==> config.mk <==
export PLATFORM = sky130hd
export DESIGN_NAME = asp_uart
export DESIGN_NICKNAME = d
export VERILOG_FILES = /design/src/core/asp_pkg.sv /design/src/core/asp_vote.sv /design/src/core/asp_addr_match.sv /design/src/core/asp_uart.sv
export SDC_FILE = /design/constraint.sdc
export NUM_CORES = 1
export LEC_CHECK = 0
export BUFFER_PORTS_ARGS = -buffer_cell sky130_fd_sc_hd__buf_4
export CAP_MARGIN = 30
export CORE_AREA = 2 2 92 94
export CTS_CLUSTER_DIAMETER = 30
export DETAILED_ROUTE_END_ITERATION = 10
export DIE_AREA = 0 0 94 96
export PLACE_DENSITY = 0.72
export SYNTH_ARGS = -nofsm -noshare
export SYNTH_HDL_FRONTEND = slang
export SYNTH_HIERARCHICAL = 1
export SYNTH_SLANG_ARGS = --single-unit
==> constraint.sdc <==
create_clock -name i_sys_clk -period 4.6 [get_ports i_sys_clk]
set_input_delay 0 -clock i_sys_clk [delete_from_list [all_inputs] [get_ports i_sys_clk]]
set_output_delay 0 -clock i_sys_clk [all_outputs]
set_load 0.05 [all_outputs]
==> src/core/asp_pkg.sv <==
// Purpose: shared constants and types of the async serial port
// Assumes: one 125 MHz system clock, byte-wide register port
// Notes:   mode field is {upper_mode, lower_mode}
`default_nettype none
package asp_pkg;
  localparam int unsigned ASP_DATA_W      = 8;
  localparam logic [7:0]  ASP_OFF_PWR_CTRL = 8'h87;
  localparam logic [7:0]  ASP_OFF_SER_CTRL = 8'h98;
  localparam logic [7:0]  ASP_OFF_SER_BUF  = 8'h99;
  localparam logic [7:0]  ASP_OFF_STN_ADDR = 8'ha9;
  localparam logic [7:0]  ASP_OFF_STN_MASK = 8'hb9;
  localparam logic [7:0]  ASP_RST_STN      = 8'h00;
  localparam logic [7:0]  ASP_RST_ZERO     = 8'h00;
  // serial control bit positions
  localparam int unsigned ASP_CB_SHARED   = 7;
  localparam int unsigned ASP_CB_LOWER    = 6;
  localparam int unsigned ASP_CB_MP       = 5;
  localparam int unsigned ASP_CB_RXEN     = 4;
  localparam int unsigned ASP_CB_TX9      = 3;
  localparam int unsigned ASP_CB_RX9      = 2;
  localparam int unsigned ASP_CB_TXDONE   = 1;
  localparam int unsigned ASP_CB_RXDONE   = 0;
  // power control bit positions
  localparam int unsigned ASP_PB_DBL      = 7;
  localparam int unsigned ASP_PB_VIEW     = 6;
  // 16x tick prescaler end counts
  localparam logic [1:0]  ASP_PRE_TMR_DBL = 2'h0;
  localparam logic [1:0]  ASP_PRE_TMR     = 2'h1;
  localparam logic [1:0]  ASP_PRE_OSC_DBL = 2'h1;
  localparam logic [1:0]  ASP_PRE_OSC     = 2'h3;
  // bit slicing and frame indices
  localparam logic [3:0]  ASP_SLICE_LAST  = 4'hf;
  localparam logic [3:0]  ASP_VOTE_A      = 4'h7;
  localparam logic [3:0]  ASP_VOTE_B      = 4'h8;
  localparam logic [3:0]  ASP_VOTE_C      = 4'h9;
  localparam logic [3:0]  ASP_DATA_LAST   = 4'h8;
  localparam logic [3:0]  ASP_NINTH_IDX   = 4'h9;
  localparam logic [3:0]  ASP_LAST_10     = 4'h9;
  localparam logic [3:0]  ASP_LAST_11     = 4'ha;
  typedef enum logic [1:0] {
    ASP_MODE_SYNC  = 2'b00,
    ASP_MODE_TMR10 = 2'b01,
    ASP_MODE_OSC11 = 2'b10,
    ASP_MODE_TMR11 = 2'b11
  } asp_mode_type;
  typedef enum logic {
    ASP_RX_HUNT = 1'b0,
    ASP_RX_RECV = 1'b1
  } asp_rx_state_type;
endpackage : asp_pkg
`default_nettype wire

==> src/core/asp_vote.sv <==
// Purpose: best-of-three bit decision over three sample slices
// Assumes: i_take marks the first two slices, third is live
// Notes:   result valid in the third slice only
`default_nettype none
module asp_vote (
  input  wire logic i_sys_clk,
  input  wire logic i_rst,
  input  wire logic i_take,
  input  wire logic i_line,
  output logic      o_bit
);
  logic [1:0] smp_q;
  always_ff @(posedge i_sys_clk) begin
    if (i_rst) begin
      smp_q <= 2'h3;
    end else if (i_take) begin
      smp_q <= {smp_q[0], i_line};
    end
  end
  // majority of two stored samples and the live one
  assign o_bit = (smp_q[1] & smp_q[0]) | (smp_q[1] & i_line) | (smp_q[0] & i_line);
endmodule : asp_vote
`default_nettype wire

==> src/core/asp_addr_match.sv <==
// Purpose: given and broadcast station address compare
// Assumes: mask zero bits are don't-care for the given address; for broadcast, zero bits of station OR mask are
// Notes:   purely combinational
`default_nettype none
module asp_addr_match (
  input  wire logic [7:0] i_byte,
  input  wire logic [7:0] i_station,
  input  wire logic [7:0] i_mask,
  output logic            o_match
);
  logic [7:0] bcast;
  logic       given_hit;
  logic       bcast_hit;
  assign bcast     = i_station | i_mask;
  assign given_hit = ((i_byte ^ i_station) & i_mask) == 8'h00;
  assign bcast_hit = ((i_byte ^ bcast) & bcast) == 8'h00;
  assign o_match   = given_hit | bcast_hit;
endmodule : asp_addr_match
`default_nettype wire

==> src/core/asp_uart.sv <==
// Purpose: async serial port, modes 1 to 3, with address recognition
// Assumes: i_timer_ovf is a one-cycle timer overflow pulse
// Notes:   mode 0 (sync) idles both directions
`default_nettype none
module asp_uart (
  input  wire logic                             i_sys_clk,
  input  wire logic                             i_rst,
  input  wire logic [7:0]                       i_addr,
  input  wire logic [asp_pkg::ASP_DATA_W-1:0]   i_wdata,
  input  wire logic                             i_wr,
  input  wire logic                             i_rd,
  input  wire logic                             i_timer_ovf,
  input  wire logic                             i_rxd,
  output logic                                  o_txd,
  output logic [asp_pkg::ASP_DATA_W-1:0]        o_rdata
);
  import asp_pkg::*;

  // control and status
  logic             upper_mode_q;
  logic             lower_mode_q;
  logic             multiproc_q;
  logic             rx_enable_q;
  logic             tx_ninth_q;
  logic             rx_ninth_q;
  logic             transmit_done_q;
  logic             receive_done_q;
  logic             frame_err_q;
  logic             baud_dbl_q;
  logic             err_view_q;
  logic [7:0]       station_q;
  logic [7:0]       mask_q;
  logic [7:0]       rx_buf_q;
  asp_mode_type     mode;
  // baud generation
  logic [1:0]       pre_q;
  logic [1:0]       pre_end;
  logic             pre_src;
  logic             tick16;
  // transmitter
  logic [3:0]       tx_div_q;
  logic [3:0]       tx_cnt_q;
  logic [10:0]      tx_shift_q;
  logic             tx_busy_q;
  logic             tx_roll;
  logic             tx_last;
  logic [3:0]       frame_last;
  // receiver
  asp_rx_state_type rx_state_q;
  logic [3:0]       rx_div_q;
  logic [3:0]       rx_bit_q;
  logic [7:0]       rx_data_q;
  logic             rx_nine_q;
  logic             line_q;
  logic             rx_edge;
  logic             rx_take;
  logic             rx_decide;
  logic             voted;
  logic             rx_abort;
  logic             rx_finish;
  logic             addr_hit;
  logic             accept;
  logic             ninth_eff;
  // register port decode
  logic             wr_ctrl;
  logic             wr_buf;
  logic             wr_pwr;

  assign mode    = asp_mode_type'({upper_mode_q, lower_mode_q});
  assign wr_ctrl = i_wr && (i_addr == ASP_OFF_SER_CTRL);
  assign wr_buf  = i_wr && (i_addr == ASP_OFF_SER_BUF);
  assign wr_pwr  = i_wr && (i_addr == ASP_OFF_PWR_CTRL);

  // 16x sample tick: timer overflow /1 or /2, or clock /2 or /4
  always_comb begin
    unique case (mode)
      ASP_MODE_OSC11: begin
        pre_src = 1'b1;
        pre_end = baud_dbl_q ? ASP_PRE_OSC_DBL : ASP_PRE_OSC;
      end
      ASP_MODE_TMR10, ASP_MODE_TMR11: begin
        pre_src = i_timer_ovf;
        pre_end = baud_dbl_q ? ASP_PRE_TMR_DBL : ASP_PRE_TMR;
      end
      ASP_MODE_SYNC: begin
        pre_src = 1'b0;
        pre_end = ASP_PRE_TMR_DBL;
      end
    endcase
  end

  assign tick16 = pre_src && (pre_q == pre_end);

  always_ff @(posedge i_sys_clk) begin
    if (i_rst || mode == ASP_MODE_SYNC) begin
      pre_q <= 2'h0;
    end else if (pre_src) begin
      pre_q <= (pre_q == pre_end) ? 2'h0 : pre_q + 2'h1;
    end
  end

  // transmit divider: a rollover every sixteen ticks
  always_ff @(posedge i_sys_clk) begin
    if (i_rst) begin
      tx_div_q <= 4'h0;
    end else if (tick16) begin
      tx_div_q <= tx_div_q + 4'h1;
    end
  end

  assign tx_roll    = tick16 && (tx_div_q == ASP_SLICE_LAST);
  assign frame_last = (mode == ASP_MODE_TMR10) ? ASP_LAST_10 : ASP_LAST_11;
  assign tx_last    = tx_roll && tx_busy_q && (tx_cnt_q == frame_last);

  // transmitter shift path; the write only arms it
  always_ff @(posedge i_sys_clk) begin
    if (i_rst) begin
      tx_shift_q <= 11'h7ff;
      tx_cnt_q   <= 4'h0;
      tx_busy_q  <= 1'b0;
      o_txd      <= 1'b1;
    end else if (wr_buf && mode != ASP_MODE_SYNC) begin
      tx_cnt_q  <= 4'h0;
      tx_busy_q <= 1'b1;
      if (mode == ASP_MODE_TMR10) begin
        tx_shift_q <= {2'b11, i_wdata, 1'b0};
      end else begin
        tx_shift_q <= {1'b1, tx_ninth_q, i_wdata, 1'b0};
      end
    end else if (tx_roll && tx_busy_q) begin
      o_txd      <= tx_shift_q[0];
      tx_shift_q <= {1'b1, tx_shift_q[10:1]};
      tx_cnt_q   <= tx_cnt_q + 4'h1;
      if (tx_cnt_q == frame_last) begin
        tx_busy_q <= 1'b0;
      end
    end
  end

  // receiver hunting and bit slicing
  assign rx_edge   = (rx_state_q == ASP_RX_HUNT) && rx_enable_q && (mode != ASP_MODE_SYNC)
                     && tick16 && line_q && !i_rxd;
  assign rx_take   = (rx_state_q == ASP_RX_RECV) && tick16
                     && (rx_div_q == ASP_VOTE_A || rx_div_q == ASP_VOTE_B);
  assign rx_decide = (rx_state_q == ASP_RX_RECV) && tick16 && (rx_div_q == ASP_VOTE_C);
  assign rx_abort  = rx_decide && (rx_bit_q == 4'h0) && voted;
  assign rx_finish = rx_decide && (rx_bit_q == frame_last);
  assign ninth_eff = (mode == ASP_MODE_TMR10) ? voted : rx_nine_q;
  assign accept    = rx_finish && !receive_done_q
                     && (!multiproc_q || ((mode == ASP_MODE_TMR10) ? voted
                         : (rx_nine_q && addr_hit)));

  asp_vote u_vote (
    .i_sys_clk (i_sys_clk),
    .i_rst     (i_rst),
    .i_take    (rx_take),
    .i_line    (i_rxd),
    .o_bit     (voted)
  );

  asp_addr_match u_match (
    .i_byte    (rx_data_q),
    .i_station (station_q),
    .i_mask    (mask_q),
    .o_match   (addr_hit)
  );

  // line history for the falling-edge search
  always_ff @(posedge i_sys_clk) begin
    if (i_rst) begin
      line_q <= 1'b1;
    end else if (tick16) begin
      line_q <= i_rxd;
    end
  end

  always_ff @(posedge i_sys_clk) begin
    if (i_rst) begin
      rx_state_q <= ASP_RX_HUNT;
      rx_div_q   <= 4'h0;
      rx_bit_q   <= 4'h0;
      rx_data_q  <= ASP_RST_ZERO;
      rx_nine_q  <= 1'b0;
    end else if (rx_edge) begin
      rx_state_q <= ASP_RX_RECV;
      rx_div_q   <= 4'h0;
      rx_bit_q   <= 4'h0;
    end else if (rx_state_q == ASP_RX_RECV && tick16) begin
      rx_div_q <= rx_div_q + 4'h1;
      if (rx_abort || rx_finish) begin
        rx_state_q <= ASP_RX_HUNT;
      end else if (rx_decide) begin
        rx_bit_q <= rx_bit_q + 4'h1;
        if (rx_bit_q != 4'h0 && rx_bit_q <= ASP_DATA_LAST) begin
          rx_data_q <= {voted, rx_data_q[7:1]};
        end else if (rx_bit_q == ASP_NINTH_IDX) begin
          rx_nine_q <= voted;
        end
      end
    end
  end

  // receive buffer only changes on an accepted frame
  always_ff @(posedge i_sys_clk) begin
    if (i_rst) begin
      rx_buf_q <= ASP_RST_ZERO;
    end else if (accept) begin
      rx_buf_q <= rx_data_q;
    end
  end

  // serial control; hardware set wins over a software write
  always_ff @(posedge i_sys_clk) begin
    if (i_rst) begin
      upper_mode_q    <= 1'b0;
      lower_mode_q    <= 1'b0;
      multiproc_q     <= 1'b0;
      rx_enable_q     <= 1'b0;
      tx_ninth_q      <= 1'b0;
      rx_ninth_q      <= 1'b0;
      transmit_done_q <= 1'b0;
      receive_done_q  <= 1'b0;
    end else begin
      if (wr_ctrl) begin
        if (!err_view_q) begin
          upper_mode_q <= i_wdata[ASP_CB_SHARED];
        end
        lower_mode_q    <= i_wdata[ASP_CB_LOWER];
        multiproc_q     <= i_wdata[ASP_CB_MP];
        rx_enable_q     <= i_wdata[ASP_CB_RXEN];
        tx_ninth_q      <= i_wdata[ASP_CB_TX9];
        rx_ninth_q      <= i_wdata[ASP_CB_RX9];
        transmit_done_q <= i_wdata[ASP_CB_TXDONE];
        receive_done_q  <= i_wdata[ASP_CB_RXDONE];
      end
      if (tx_last) begin
        transmit_done_q <= 1'b1;
      end
      if (accept) begin
        rx_ninth_q     <= ninth_eff;
        receive_done_q <= 1'b1;
      end
    end
  end

  // frame error: set by hardware, cleared by writing zero in view
  always_ff @(posedge i_sys_clk) begin
    if (i_rst) begin
      frame_err_q <= 1'b0;
    end else if (rx_finish && !voted) begin
      frame_err_q <= 1'b1;
    end else if (wr_ctrl && err_view_q && !i_wdata[ASP_CB_SHARED]) begin
      frame_err_q <= 1'b0;
    end
  end

  // power control, station address and mask
  always_ff @(posedge i_sys_clk) begin
    if (i_rst) begin
      baud_dbl_q <= 1'b0;
      err_view_q <= 1'b0;
      station_q  <= ASP_RST_STN;
      mask_q     <= ASP_RST_STN;
    end else begin
      if (wr_pwr) begin
        baud_dbl_q <= i_wdata[ASP_PB_DBL];
        err_view_q <= i_wdata[ASP_PB_VIEW];
      end
      if (i_wr && i_addr == ASP_OFF_STN_ADDR) begin
        station_q <= i_wdata;
      end
      if (i_wr && i_addr == ASP_OFF_STN_MASK) begin
        mask_q <= i_wdata;
      end
    end
  end

  // read data stand for one cycle after the strobe
  always_ff @(posedge i_sys_clk) begin
    if (i_rst || !i_rd) begin
      o_rdata <= ASP_RST_ZERO;
    end else begin
      unique case (i_addr)
        ASP_OFF_SER_CTRL: o_rdata <= {err_view_q ? frame_err_q : upper_mode_q,
                                      lower_mode_q, multiproc_q, rx_enable_q, tx_ninth_q,
                                      rx_ninth_q, transmit_done_q, receive_done_q};
        ASP_OFF_SER_BUF:  o_rdata <= rx_buf_q;
        ASP_OFF_PWR_CTRL: o_rdata <= {baud_dbl_q, err_view_q, 6'h00};
        ASP_OFF_STN_ADDR: o_rdata <= station_q;
        ASP_OFF_STN_MASK: o_rdata <= mask_q;
        default:          o_rdata <= ASP_RST_ZERO;
      endcase
    end
  end
endmodule : asp_uart
`default_nettype wire

==> metrics.cfg <==
[run]
cap_violations=0

[sta]
fmax_mhz=392
grt_setup_unrepaired=no
fin_crit_ns=2.55
tns_ns=0
slew_violations=0
finalClockSkew_ns=0.00629
slew_headroom=0.288
setup_viol=0
final_hold_viol_count=0
fin_crit_sh=0.555
worst_pin_slew_ns=1.06

[grt]
grt_pass1_vias=3633
grt_pass1_wl_um=17700
grt-ovfl-total=0
grt_max_degree=68
antenna_found_initial=0
gr-usage-all-layers=0.251

[detailed_routing]
drc_errors=0
post_drt_wl_per_cell_um=16.5
drt-initial-drc-count=214
routed_wl_um=10500
vias=3775
antenna_left=0
viasPerCell=5.91
dr.pass1.iters=5

[layout]
stdcell_area_um2=4840
register_area_um2=1720
multi_input_area_um2=2410
diodes=0
fin_util=0.601
area.growth.synth_to_final_pct=12.8
fin_nets=560
drive_gt1_frac=0.114
fillers=747

[power_and_ir_drop]
power.density_nw_per_um2=273
vdd_drop_max_uv=185
finalPower_uw=1320
leakage_uw=0.00181

[placement]
globalplace.congestion=0.953
dpl.hpwl_um=7550
dpl-instance-area_um2=4570
port_buffers=30

[status]
status=finished, final reports clean

[logic_synthesis]
ys_ff_latch=86
ys_warn_count=6
synth_cell_type_count=66
ys_seq_area_frac=0.401
avgSynthCellArea_um2=8.55
synth_nets=532
netlist_top_cells_area=dfxtp_1 (40%), mux2i_1 (7.5%), a21oi_1 (6.2%), nor2_1 (3.8%), nand3_1 (3.6%)
synth_edf_count=0
syn_area_um2=4290
synthArstFlopShare=0
synth_top_area_cell=dfxtp_1
synthCells=502
ys.flop_type=dfxtp_1
yosysTopAreaCellShare=0.401

[clock_network]
clk_path_buf_depth=2
worstSkewPairLatency_ns=0.36
cts_tree=yes
cts-resized-gates=0
path_clk_slew_ns=0.09
ctsRootBufferMaster=clkbuf_8
cts.sinks=86
cts_made_buffers=9
h-tree-depth=3

[critical_path]
crit_required_ns=4.89
critical_path_arrival_ns=2.84
cp-start-kind=flop
critical_path_class=reg -> reg
end_kind=flop
crit_fanout=15

[floorplan]
die-area_um2=9020
fp.dieW_um=94
ios=31
core.rowCount=33
die_y_um=96
initial_core_util=0.533
core-area_um2=8050

[worst_hold_path]
worstHoldPathType=in -> reg

## power by group
group / leakage (µW) / switching, µW / internal, µW / total [µW]
Clock: 0.0000931 / 271 / 248 / 519
Sequential: 0.000693 / 0.429 / 744 / 744
Combinational: 0.00103 / 34.3 / 24.8 / 59.1
Total: 0.00181 / 306 / 1020 / 1320
## Yosys cell counts (6+ instances only)
library cell and count:
o22ai_1 9, buf_2 8, nor2_1 44, dfxtp_1 86
o21ai_0 31, nand2_1 37, a21oi_1 53, nor3_1 11
ha_1 8, xor2_1 14, clkbuf_1 16, and2_1 6
inv_1 13, nand3_1 31, mux2i_1 32
## placed cells by master (no fill, tap or decap), types with 3 or more instances in the layout
cell type and count:
dfxtp_1 86, a21oi_1 53, nor2_1 44, nand2_1 37, buf_4 35, mux2i_1 32
o21ai_0 31, nand3_1 31, xor2_1 14, inv_1 13, nor3_1 11, o22ai_1 9
clkbuf_8 9, dlygate4sd3_1 9, ha_1 8, and2_1 6, nand3b_1 5, nand2b_1 5
or3_1 5, o211ai_1 5, nor2b_1 5, nand4b_1 4, a31oi_1 4, xnor2_1 4
a211o_1 3, nor4_1 3, and3b_1 3, o31ai_1 3, nor3b_1 3, a22oi_1 3
## state kept, by name, indices dropped and copies added (netlist names), 2 cells and up
| register | cells |
|---|---|
| rx_div_q | 4 |
| station_q | 8 |
| rx_data_q | 8 |
| rx_bit_q | 4 |
| pre_q | 2 |
| tx_cnt_q | 4 |
| u_vote/smp_q | 2 |
| rx_buf_q | 8 |
| tx_div_q | 4 |
| mask_q | 8 |
| o_rdata | 8 |
| tx_shift_q | 10 |
## critical path, cell delays in order (launching register included)
cell,delay [ns]
dfxtp_1,0.57
nand3b_1,0.16
a211oi_1,0.36
buf_4,0.24
o211ai_1,0.44
or4_1,0.57
a21oi_1,0.14
## cell families after synthesis
logic type | Yosys count | synth area share
and+or+nand+nor | 182 | 0.224
AOI/OAI and AO/OA | 133 | 0.193
DFF | 86 | 0.401
buffers and inverters | 40 | 0.0382
muxes | 34 | 0.0807
xor gates and xnor gates | 18 | 0.0367
adders and majority gates | 9 | 0.0256
## what timing repair did
action	4_1_cts	5_1_grt
setup buffers	0	0
hold buffers	9	0
endpoints found under the hold margin	35	0
## path summary, 6_finish.rpt
path | from | endpoint | slack (ns) | cells after the start
max | lower_mode_q | rx_bit_q[3] | 2.05 | 6
min | i_rd | o_rdata[7] | 0.006 | 4
max reg2reg | lower_mode_q | rx_bit_q[3] | 2.05 | 6
min reg2reg | tx_shift_q[6] | tx_shift_q[6] | 0.46 | 2
## metrics by stage
stage	setup WS (ns)	hold WS (ns)	std cells
after CTS	2.10	0.00231	639
after global routing	1.87	0.0344	639
after global placement	2.16	0.242	613
after detailed placement	2.15	0.253	615
after floorplan	2.46	0.0986	502
final	2.05	0.00552	639
## per-layer routing
layer	global-route usage	part of all wire	routed length (µm)
met1	0.303	0.44	4640
met3	0.0462	0.050	523
met5	0	0	0
met2	0.436	0.48	5110
met4	0.115	0.025	267
## layout make-up
type | instances | share of cell area
Multi-Input combinational cell | 376 | 0.497
Sequential cell | 86 | 0.356
Timing Repair Buffer | 44 | 0.0729
Clock buffer | 11 | 0.0271
Tap cell | 105 | 0.0271
Clock inverter | 4 | 0.0101
Inverter | 13 | 0.0101
(Power assumes the default switching activity.)
